[src/rtl/ubes_pkg.sv]
// Package for the serial error-status and baud generator block.
// Assumes one 25 MHz system clock and an AXI4-Lite master with 32-bit data.
package ubes_pkg;

   // Register indices; byte address is four times the index
   localparam logic [15:0] UBES_IDX_MODE = 16'hff70;
   localparam logic [15:0] UBES_IDX_STATUS = 16'hff71;
   localparam logic [15:0] UBES_IDX_BAUD = 16'hff73;
   localparam logic [15:0] UBES_IDX_RXBUF = 16'hff75;
   localparam logic [15:0] UBES_IDX_IRQ_STAT = 16'hff78;
   localparam logic [15:0] UBES_IDX_IRQ_MASK = 16'hff79;

   // Reset values
   localparam logic [7:0] UBES_RST_STATUS = 8'h00;
   localparam logic [7:0] UBES_RST_BAUD = 8'h00;
   localparam logic [7:0] UBES_RST_MODE = 8'h00;
   localparam logic [7:0] UBES_RST_RXBUF = 8'h00;
   localparam logic [3:0] UBES_RST_IRQ = 4'h0;

   // Status field positions
   localparam int UBES_ST_PARITY = 2;
   localparam int UBES_ST_FRAMING = 1;
   localparam int UBES_ST_OVERRUN = 0;

   // Mode register field positions
   localparam int UBES_MD_TXE = 7;
   localparam int UBES_MD_RXE = 6;
   localparam int UBES_MD_PS_LSB = 4;
   localparam int UBES_MD_CL = 3;
   localparam int UBES_MD_SL = 2;

   // Baud control field position and source codes
   localparam int UBES_BD_SEL_LSB = 4;
   localparam logic [3:0] UBES_SEL_OSC_MAX = 4'h7;
   localparam logic [3:0] UBES_SEL_EXT = 4'h8;

   // Interrupt status bit positions
   localparam int UBES_IRQ_RXDONE = 0;
   localparam int UBES_IRQ_PARITY = 1;
   localparam int UBES_IRQ_FRAMING = 2;
   localparam int UBES_IRQ_OVERRUN = 3;

   // Bus responses
   localparam logic [1:0] UBES_RESP_OKAY = 2'h0;
   localparam logic [1:0] UBES_RESP_SLVERR = 2'h2;

   // Parity modes of the receiver
   typedef enum logic [1:0] {
      UBES_PAR_NONE = 2'h0,
      UBES_PAR_ZERO = 2'h1,
      UBES_PAR_ODD = 2'h2,
      UBES_PAR_EVEN = 2'h3
   } ubes_parity_t;

   // One received frame as handed over by the receive shifter
   typedef struct packed {
      logic [7:0] data;
      logic parity_bit;
      logic stop_bit;
   } ubes_rx_frame_t;

   // Byte address of a register index
   function automatic logic [17:0] ubes_byte_addr(input logic [15:0] idx);
      ubes_byte_addr = {idx, 2'b00};
   endfunction

endpackage

[src/rtl/ubes_brg.sv]
// Baud generator: prescaler or external pin clock, then divide by sixteen.
// Assumes the pin clock is far slower than the system clock.
`timescale 1ns/1ps
`default_nettype none
module ubes_brg
   import ubes_pkg::*;
(
   input wire logic i_clk,
   input wire logic i_rstn,
   input wire logic [3:0] i_sel,
   input wire logic i_restart,
   input wire logic i_ext_clk,
   output logic o_tick16,
   output logic o_tick_bit
);

   logic [7:0] presc_r;
   logic ext_s1_r;
   logic ext_s2_r;
   logic ext_s3_r;
   logic half_r;
   logic [2:0] div8_r;

   // Mask of the low n bits, n being code plus one
   function automatic logic [7:0] presc_mask(input logic [3:0] sel);
      presc_mask = 8'(({1'b0, 8'hff} << ({1'b0, sel[2:0]} + 4'h1)) >> 9'h0) ^ 8'hff;
   endfunction

   wire logic sel_osc = (i_sel <= UBES_SEL_OSC_MAX);
   wire logic sel_ext = (i_sel == UBES_SEL_EXT);
   wire logic [7:0] mask = presc_mask(i_sel);
   // Oscillator over two to the n gives the sixteen-times tick
   wire logic osc_tick = sel_osc & ((presc_r & mask) == mask);
   // Each pin clock rise is one sixteenth of a bit
   wire logic ext_tick = sel_ext & ext_s2_r & ~ext_s3_r;
   // Codes outside the table yield no ticks at all
   wire logic tick = osc_tick | ext_tick;
   wire logic bit_done = tick & half_r & (div8_r == 3'h7);

   // Free prescaler; a restart keeps phases aligned after a reprogram
   always_ff @(posedge i_clk or negedge i_rstn) begin
      if (!i_rstn) begin
         presc_r <= 8'h00;
      end else if (i_restart) begin
         presc_r <= 8'h00;
      end else begin
         presc_r <= presc_r + 8'h01;
      end
   end

   // Pin clock synchroniser and edge history
   always_ff @(posedge i_clk or negedge i_rstn) begin
      if (!i_rstn) begin
         ext_s1_r <= 1'b0;
         ext_s2_r <= 1'b0;
         ext_s3_r <= 1'b0;
      end else begin
         ext_s1_r <= i_ext_clk;
         ext_s2_r <= ext_s1_r;
         ext_s3_r <= ext_s2_r;
      end
   end

   // Halver then divide-by-eight counter to the bit rate
   always_ff @(posedge i_clk or negedge i_rstn) begin
      if (!i_rstn) begin
         half_r <= 1'b0;
         div8_r <= 3'h0;
      end else if (i_restart) begin
         half_r <= 1'b0;
         div8_r <= 3'h0;
      end else if (tick) begin
         half_r <= ~half_r;
         if (half_r) begin
            div8_r <= div8_r + 3'h1;
         end
      end
   end

   // Registered ticks
   always_ff @(posedge i_clk or negedge i_rstn) begin
      if (!i_rstn) begin
         o_tick16 <= 1'b0;
         o_tick_bit <= 1'b0;
      end else begin
         o_tick16 <= tick & ~i_restart;
         o_tick_bit <= bit_done & ~i_restart;
      end
   end

endmodule // ubes_brg
`default_nettype wire

[src/rtl/ubes_top.sv]
// Receive error status, baud control and interrupt logic behind AXI4-Lite.
// Assumes the receive shifter pulses I_RX_DONE with the frame on I_RX_FRAME.
//
// Added by the designer: the AXI4-Lite interface to the registers.
`timescale 1ns/1ps
`default_nettype none

module ubes_top
   import ubes_pkg::*;
#(
   parameter int ADDR_W = 20
) (
   input wire logic I_CLK,
   input wire logic I_RSTN,
   input wire logic [ADDR_W-1:0] I_AXI_AWADDR,
   input wire logic I_AXI_AWVALID,
   output logic O_AXI_AWREADY,
   input wire logic [31:0] I_AXI_WDATA,
   input wire logic [3:0] I_AXI_WSTRB,
   input wire logic I_AXI_WVALID,
   output logic O_AXI_WREADY,
   output logic [1:0] O_AXI_BRESP,
   output logic O_AXI_BVALID,
   input wire logic I_AXI_BREADY,
   input wire logic [ADDR_W-1:0] I_AXI_ARADDR,
   input wire logic I_AXI_ARVALID,
   output logic O_AXI_ARREADY,
   output logic [31:0] O_AXI_RDATA,
   output logic [1:0] O_AXI_RRESP,
   output logic O_AXI_RVALID,
   input wire logic I_AXI_RREADY,
   input wire logic I_RX_DONE,
   input wire ubes_rx_frame_t I_RX_FRAME,
   input wire logic I_EXT_BAUD_CLK,
   output logic O_BAUD_TICK16,
   output logic O_BAUD_TICK_BIT,
   output logic O_TX_ENABLE,
   output logic O_RX_ENABLE,
   output logic [1:0] O_PARITY_MODE,
   output logic O_CHAR_8BIT,
   output logic O_STOP_LENGTH,
   output logic O_IRQ
);

   // Refuse address widths that cannot reach the register indices
   if (ADDR_W < 18 || ADDR_W > 32) begin : g_bad_aw
      $error("ADDR_W must lie between 18 and 32");
   end

   // Bus-side state
   logic [ADDR_W-1:0] awaddr_r;
   logic [ADDR_W-1:0] awaddr_nxt;
   logic aw_held_r;
   logic [31:0] wdata_r;
   logic [31:0] wdata_nxt;
   logic [3:0] wstrb_r;
   logic [3:0] wstrb_nxt;
   logic w_held_r;

   // Block registers
   logic [2:0] status_r;
   logic [2:0] status_nxt;
   logic unread_r;
   logic unread_nxt;
   logic [7:0] rxbuf_r;
   logic [7:0] rxbuf_nxt;
   logic [3:0] baud_sel_r;
   logic [7:0] mode_r;
   logic [3:0] irq_stat_r;
   logic [3:0] irq_stat_nxt;
   logic [3:0] irq_mask_r;

   // Address decode of a word address against an index
   function automatic logic addr_hit(input logic [ADDR_W-1:0] addr, input logic [15:0] idx);
      addr_hit = (addr[ADDR_W-1:2] == (ADDR_W-2)'(ubes_byte_addr(idx) >> 2));
   endfunction

   // Handshakes
   wire logic aw_take = I_AXI_AWVALID & O_AXI_AWREADY;
   wire logic w_take = I_AXI_WVALID & O_AXI_WREADY;
   wire logic ar_take = I_AXI_ARVALID & O_AXI_ARREADY;
   wire logic b_done = O_AXI_BVALID & I_AXI_BREADY;
   wire logic r_done = O_AXI_RVALID & I_AXI_RREADY;
   wire logic wr_go = aw_held_r & w_held_r & ~O_AXI_BVALID;

   // Write decode; the low byte lane must be present, and all four lanes for the baud register
   wire logic lane0 = wstrb_r[0];
   wire logic wr_mode = wr_go & lane0 & addr_hit(awaddr_r, UBES_IDX_MODE);
   wire logic wr_baud = wr_go & (wstrb_r == 4'hf) & addr_hit(awaddr_r, UBES_IDX_BAUD);
   wire logic wr_ist = wr_go & lane0 & addr_hit(awaddr_r, UBES_IDX_IRQ_STAT);
   wire logic wr_imask = wr_go & lane0 & addr_hit(awaddr_r, UBES_IDX_IRQ_MASK);
   // Status and buffer are read-only, so writes to them are refused
   wire logic wr_known = addr_hit(awaddr_r, UBES_IDX_MODE) | addr_hit(awaddr_r, UBES_IDX_BAUD)
      | addr_hit(awaddr_r, UBES_IDX_IRQ_STAT) | addr_hit(awaddr_r, UBES_IDX_IRQ_MASK);

   // Read decode
   wire logic rd_status = addr_hit(I_AXI_ARADDR, UBES_IDX_STATUS);
   wire logic rd_baud = addr_hit(I_AXI_ARADDR, UBES_IDX_BAUD);
   wire logic rd_mode = addr_hit(I_AXI_ARADDR, UBES_IDX_MODE);
   wire logic rd_rxbuf = addr_hit(I_AXI_ARADDR, UBES_IDX_RXBUF);
   wire logic rd_ist = addr_hit(I_AXI_ARADDR, UBES_IDX_IRQ_STAT);
   wire logic rd_imask = addr_hit(I_AXI_ARADDR, UBES_IDX_IRQ_MASK);
   wire logic rd_known = rd_status | rd_baud | rd_mode | rd_rxbuf | rd_ist | rd_imask;

   // Read data selection; upper status bits read zero
   wire logic [7:0] rd_byte = rd_status ? {5'h00, status_r} :
      rd_baud ? {baud_sel_r, 4'h0} :
      rd_mode ? mode_r :
      rd_rxbuf ? rxbuf_r :
      rd_ist ? {4'h0, irq_stat_r} :
      rd_imask ? {4'h0, irq_mask_r} : 8'h00;

   // Software reading the buffer is the buffer read strobe
   wire logic buf_read = ar_take & rd_rxbuf;

   // Receive event only while reception is enabled
   wire logic rx_ev = I_RX_DONE & mode_r[UBES_MD_RXE];
   wire ubes_parity_t par_mode = ubes_parity_t'(mode_r[UBES_MD_PS_LSB +: 2]);
   wire logic [7:0] rx_data = mode_r[UBES_MD_CL] ? I_RX_FRAME.data : {1'b0, I_RX_FRAME.data[6:0]};
   wire logic ones_odd = (^rx_data) ^ I_RX_FRAME.parity_bit;
   // Zero parity and no parity never flag an error
   wire logic par_err = ((par_mode == UBES_PAR_EVEN) & ones_odd)
      | ((par_mode == UBES_PAR_ODD) & ~ones_odd);
   // Only the first stop bit is looked at, whatever the stop length
   wire logic frm_err = ~I_RX_FRAME.stop_bit;
   // A buffer read in the same cycle counts as reading the old byte
   wire logic ovr_err = unread_r & ~buf_read;

   // Error flags, buffer and unread marker
   always_comb begin
      status_nxt = status_r;
      unread_nxt = unread_r;
      rxbuf_nxt = rxbuf_r;
      if (rx_ev) begin
         status_nxt = {par_err, frm_err, ovr_err};
         unread_nxt = 1'b1;
         rxbuf_nxt = rx_data;
      end else if (buf_read) begin
         status_nxt = UBES_RST_STATUS[2:0];
         unread_nxt = 1'b0;
      end
   end

   // Sticky interrupt bits; a new event wins over a clear
   wire logic [3:0] irq_ev = {rx_ev & ovr_err, rx_ev & frm_err, rx_ev & par_err, rx_ev};
   wire logic [3:0] irq_clr = wr_ist ? wdata_r[3:0] : 4'h0;
   assign irq_stat_nxt = irq_ev | (irq_stat_r & ~irq_clr);

   // Captured write address and data
   assign awaddr_nxt = aw_take ? I_AXI_AWADDR : awaddr_r;
   assign wdata_nxt = w_take ? I_AXI_WDATA : wdata_r;
   assign wstrb_nxt = w_take ? I_AXI_WSTRB : wstrb_r;

   // Write channel: address and data in either order
   always_ff @(posedge I_CLK or negedge I_RSTN) begin
      if (!I_RSTN) begin
         awaddr_r <= '0;
         wdata_r <= 32'h0000_0000;
         wstrb_r <= 4'h0;
         aw_held_r <= 1'b0;
         w_held_r <= 1'b0;
         O_AXI_AWREADY <= 1'b0;
         O_AXI_WREADY <= 1'b0;
      end else begin
         awaddr_r <= awaddr_nxt;
         wdata_r <= wdata_nxt;
         wstrb_r <= wstrb_nxt;
         aw_held_r <= (aw_held_r | aw_take) & ~wr_go;
         w_held_r <= (w_held_r | w_take) & ~wr_go;
         // Ready again only once the response is gone
         O_AXI_AWREADY <= ~aw_held_r & ~aw_take & ~O_AXI_BVALID & ~wr_go;
         O_AXI_WREADY <= ~w_held_r & ~w_take & ~O_AXI_BVALID & ~wr_go;
      end
   end

   // Write response
   always_ff @(posedge I_CLK or negedge I_RSTN) begin
      if (!I_RSTN) begin
         O_AXI_BVALID <= 1'b0;
         O_AXI_BRESP <= UBES_RESP_OKAY;
      end else if (wr_go) begin
         O_AXI_BVALID <= 1'b1;
         O_AXI_BRESP <= wr_known ? UBES_RESP_OKAY : UBES_RESP_SLVERR;
      end else if (b_done) begin
         O_AXI_BVALID <= 1'b0;
      end
   end

   // Read channel: one read at a time, answer one cycle after the address
   always_ff @(posedge I_CLK or negedge I_RSTN) begin
      if (!I_RSTN) begin
         O_AXI_ARREADY <= 1'b0;
         O_AXI_RVALID <= 1'b0;
         O_AXI_RDATA <= 32'h0000_0000;
         O_AXI_RRESP <= UBES_RESP_OKAY;
      end else begin
         O_AXI_ARREADY <= ~O_AXI_RVALID & ~ar_take;
         if (ar_take) begin
            O_AXI_RVALID <= 1'b1;
            O_AXI_RDATA <= {24'h00_0000, rd_byte};
            O_AXI_RRESP <= rd_known ? UBES_RESP_OKAY : UBES_RESP_SLVERR;
         end else if (r_done) begin
            O_AXI_RVALID <= 1'b0;
         end
      end
   end

   // Error status, buffer and unread marker registers
   always_ff @(posedge I_CLK or negedge I_RSTN) begin
      if (!I_RSTN) begin
         status_r <= UBES_RST_STATUS[2:0];
         unread_r <= 1'b0;
         rxbuf_r <= UBES_RST_RXBUF;
      end else begin
         status_r <= status_nxt;
         unread_r <= unread_nxt;
         rxbuf_r <= rxbuf_nxt;
      end
   end

   // Baud control keeps only the select nibble; low bits stay zero
   always_ff @(posedge I_CLK or negedge I_RSTN) begin
      if (!I_RSTN) begin
         baud_sel_r <= UBES_RST_BAUD[7:4];
      end else if (wr_baud) begin
         baud_sel_r <= wdata_r[UBES_BD_SEL_LSB +: 4];
      end
   end

   // Mode register; reserved bits 1..0 are forced to zero
   always_ff @(posedge I_CLK or negedge I_RSTN) begin
      if (!I_RSTN) begin
         mode_r <= UBES_RST_MODE;
      end else if (wr_mode) begin
         mode_r <= {wdata_r[7:2], 2'b00};
      end
   end

   // Interrupt status, mask and output
   always_ff @(posedge I_CLK or negedge I_RSTN) begin
      if (!I_RSTN) begin
         irq_stat_r <= UBES_RST_IRQ;
         irq_mask_r <= UBES_RST_IRQ;
         O_IRQ <= 1'b0;
      end else begin
         irq_stat_r <= irq_stat_nxt;
         if (wr_imask) begin
            irq_mask_r <= wdata_r[3:0];
         end
         O_IRQ <= |(irq_stat_nxt & (wr_imask ? wdata_r[3:0] : irq_mask_r));
      end
   end

   // Mode fields to the shifters, all registered
   always_ff @(posedge I_CLK or negedge I_RSTN) begin
      if (!I_RSTN) begin
         O_TX_ENABLE <= 1'b0;
         O_RX_ENABLE <= 1'b0;
         O_PARITY_MODE <= UBES_PAR_NONE;
         O_CHAR_8BIT <= 1'b0;
         O_STOP_LENGTH <= 1'b0;
      end else begin
         O_TX_ENABLE <= mode_r[UBES_MD_TXE];
         O_RX_ENABLE <= mode_r[UBES_MD_RXE];
         O_PARITY_MODE <= mode_r[UBES_MD_PS_LSB +: 2];
         O_CHAR_8BIT <= mode_r[UBES_MD_CL];
         // Transmit side only; reception ignores it
         O_STOP_LENGTH <= mode_r[UBES_MD_SL];
      end
   end

   // Baud generator; a baud write with all four lanes restarts it, which is why writes mid-frame corrupt
   ubes_brg u_brg (
      .i_clk(I_CLK),
      .i_rstn(I_RSTN),
      .i_sel(baud_sel_r),
      .i_restart(wr_baud),
      .i_ext_clk(I_EXT_BAUD_CLK),
      .o_tick16(O_BAUD_TICK16),
      .o_tick_bit(O_BAUD_TICK_BIT)
   );

endmodule // ubes_top
`default_nettype wire

[config.mk]
export PLATFORM = sky130hd
export DESIGN_NAME = ubes_top
export DESIGN_NICKNAME = d
export VERILOG_FILES = /design/src/rtl/ubes_pkg.sv /design/src/rtl/ubes_brg.sv /design/src/rtl/ubes_top.sv
export SDC_FILE = /design/constraint.sdc
export NUM_CORES = 1
export LEC_CHECK = 0
export ABC_AREA = 1
export CORE_UTILIZATION = 30
export CTS_BUF_LIST = sky130_fd_sc_hd__clkbuf_8
export DETAILED_ROUTE_END_ITERATION = 12
export DONT_BUFFER_PORTS = 1
export GPL_ROUTABILITY_DRIVEN = 0
export SLEW_MARGIN = 30
export SYNTH_ARGS = -nofsm -noshare
export SYNTH_HDL_FRONTEND = slang
export SYNTH_SLANG_ARGS = --single-unit
export TNS_END_PERCENT = 30
[constraint.sdc]
create_clock -name I_CLK -period 1.88 [get_ports I_CLK]
set_input_delay 0.094 -clock I_CLK [delete_from_list [all_inputs] [get_ports I_CLK]]
set_output_delay 0.094 -clock I_CLK [all_outputs]
set_load 0.01 [all_outputs]
==> results by group <==
Yosys
  • Sequential cell area fraction in the yosys report: 48.2%
  • Leading area contributor after synthesis: dfrtp_1
  • Synth cell count leaders: 196 x nand2_1, 101 x dfrtp_1, 49 x inv_1
  • Post-synthesis cell count: 624
  • Most used flip-flop cell after synthesis: dfrtp_1
  • Leading post-synthesis cells by cell area: dfrtp_1 48%, nand2_1 14%, nand3_1 3.9%
  • Synth unique cells: 42
  • Post-synth design cell area: 5240 µm²
  • Avg Cell Area, Syn: 8.40 µm²
  • Most frequent cell after synthesis: nand2_1
  • Top-area cell type share of the netlist area: 48.2%
  • Number of register bits inferred by synthesis: 101
  • Number of enable-type register cells in the synthesized netlist: 0
  • Syn. warnings: 0
  • Proportion of register bits with asynchronous set or reset after synthesis: 100%

CTS
  • Clock edge transition at the registers on the reported setup and hold paths: 0.10 ns
  • Number of gates resized after CTS: 0
  • Number of H-tree levels: 3
  • Skew-Pair Late Insertion Delay: 0.38 ns
  • TritonCTS buffer count: 9
  • Hold buffer count at cts: 44
  • TritonCTS clock tree: built
  • Number of buffers inserted by post-CTS setup repair: 0
  • Clock root buffer: clkbuf_8
  • Clk sinks: 101
  • Clk buf depth: 2

STA
  • Transition time of the tightest slew-check pin: 0.585 ns
  • Fraction of the cycle the final worst path needs: 86.4%
  • Final count of negative-setup-slack endpoints: 0
  • Unrepaired setup endpoints after global routing: false
  • Worst clock skew on the final layout: 0.0117 ns
  • Post-Route Setup TNS: 0 ns
  • Number of max-slew violations in the final report: 0
  • Worst relative slew slack: 61.0%
  • Minimum hold slack: -0.592 ns
  • Final Hold Violating Endpoints: 101
  • Highest clock frequency the design can meet: 0.616 GHz
  • Time the final worst path needs with I/O delays and setup: 1.62 ns

Flow run
  • Max Cap Viol: 0

Pwr
  • Static leakage: 3.07 nW
  • Worst vdd rail ir drop: 0.000578 V
  • Power density of the placed cells: 912 nW/µm²

Critical path
  • Worst R2R Path Depth: 12
  • Highest net fanout along the worst path: 5
  • Worst setup path category: flop to flop
  • Worst r2r src: baud_sel_r[1]
  • CP arrival: 1.89 ns
  • Data required time at the worst endpoint: 2.15 ns
  • R2r setup slk: 0.26 ns
  • Kind of cell adding the most delay to the critical path: simple AND/OR/NAND/NOR gates
  • Critical path launch point type: flop
  • Library cell appearing most often on the critical path: nand2_1
  • Buffers plus inverters on the worst setup path: 1
  • Reg2reg end: u_brg.div8_r[2]
  • CP peak stage delay: 0.41 ns
  • Critical path endpoint category: flop
  • Slowest cell on crit path: dfrtp_1
  • Cell-by-cell listing of the critical path: inv_1 > ha_1 > nand2_1 > nand3_1 > o21ai_1 > nand2_1 > nand2_1 > nand2_2 > nand2_4 > nand2_4 > nand3_1 > nand2_1

GRT
  • Number of antenna violations at the first check in global routing: 0
  • All-layer global routing usage: 13.4%
  • Pin count of the biggest net entering global routing: 102
  • Vias in the first global route: 3,769
  • Remaining global-route overflow: 0
  • First-pass GRT wire length: 18,800 µm

Route
  • Final wirelength: 11,400 µm
  • DRT antenna net count: 0
  • Number of optimization iterations in the first detailed-route pass: 4
  • Total number of vias: 3,945
  • Vias/cell: 4.38
  • Remaining routing DRC violations: 0
  • Mean routed wirelength per cell: 12.7 µm
  • Iter 0 DRT Violations: 235

Finish
  • Fraction of final layout cells sized beyond drive strength 1: 14.8%
  • Area Growth Syn to Fin: 16.3%
  • ANT cells: 0
  • Final nets: 778

Die
  • Width of the die: 134 µm
  • Area inside the core boundary: 16,800 µm²
  • Number of cell rows: 47
  • Starting density of the core: 31.2%
  • Number of ports placed on the die boundary: 145
  • Area of the die: 18,000 µm²
  • Die height: 134 µm

Place
  • IO Port Bufs: 0
  • Post-detail-place hpwl: 8420 µm

Min path
  • Worst hold-check path type: primary input to async pin

Outcome
  • Outcome: complete, but fails checks
  • Failing checks: negative hold slack
state kept, by name (all words and copies together), names as in the netlist, 2 cells and up:
signal         flops
awaddr_r          18
O_AXI_RDATA        8
rxbuf_r            8
u_brg.presc_r      8
wdata_r            8
mode_r             6
baud_sel_r         4
irq_mask_r         4
irq_stat_r         4
wstrb_r            4
status_r           3
u_brg.div8_r       3
O_PARITY_MODE      2
area by class of cell:
| type | instances | area [µm²] |
|---|---|---|
| clock buffer | 10 | 138 |
| clock inverter | 6 | 87.6 |
| fill | 1767 | 10700 |
| inverter | 73 | 274 |
| multi-input combinational | 436 | 2270 |
| sequential | 101 | 2530 |
| tap | 220 | 275 |
| timing repair buffer | 55 | 523 |
power by group:
group	total, mW	switching (mW)	internal (mW)
registers	2.89	0.313	2.58
clock network	1.55	0.764	0.784
logic	1.13	0.724	0.402
worst reg2reg max path, delay by kind of cell, from the launching register on:
family                     cells  cell delay (ns)
buffers and inverters          1             0.06
AOI/OAI and AO/OA              1             0.11
adders and majority gates      1             0.29
DFF                            1             0.41
and+or+nand+nor                9             0.63
worst max path at each step:
stage,slack [ns],cells past startpoint,to,start
final,0.26,12,u_brg.div8_r[2],baud_sel_r[1]
after CTS,0.25,12,u_brg.div8_r[1],baud_sel_r[1]
after global placement,0.28,12,u_brg.div8_r[1],baud_sel_r[1]
after detailed placement,0.26,12,u_brg.div8_r[2],baud_sel_r[1]
after global routing,0.09,12,u_brg.div8_r[1],baud_sel_r[1]
after floorplan,0.33,12,u_brg.div8_r[0],baud_sel_r[0]
per-stage QoR:
stage / power (mW) / cells / worst slack (ns) / util [%] / cell area, µm²
2_1_floorplan: 3.74 / 649 / 0.334 / - / 5340
3_3_place_gp: 3.96 / 841 / 0.279 / 32.3 / 5430
3_5_place_dp: 4.00 / 841 / 0.265 / 32.3 / 5430
4_1_cts: 5.65 / 901 / 0.248 / 36.3 / 6100
5_1_grt: 5.94 / 901 / 0.0900 / 36.3 / 6100
6_report: 5.56 / 901 / 0.256 / 36.3 / 6100
cells in the final DEF, fill, tap and decap left out, types with 10 or more instances in the layout:
master	instances
buf_4	11
clkbuf_8	10
conb_1	26
dfrtp_1	101
dlygate4sd3_1	44
inv_1	50
inv_2	23
nand2_1	196
nand3_1	41
nand4_1	21
nor2_1	30
nor3_1	12
o21ai_0	26
o21ai_2	10
per-layer routing:
layer	share of wire [%]	track usage [%]
met1	49	18.6
met2	44	20.2
met3	5.3	4.27
met4	0.94	3.18
met5	0	0
kinds of logic after synthesis:
kind of cell	after synthesis	synth area share, %
flops	101	48.2
simple gates	342	32.3
xor+xnor	8	1.34
other cells	1	0.0715
compound gates	53	6.13
fa+ha+maj	7	1.67
buf+inv	112	10.2
Power figures use the tool's default switching activity.
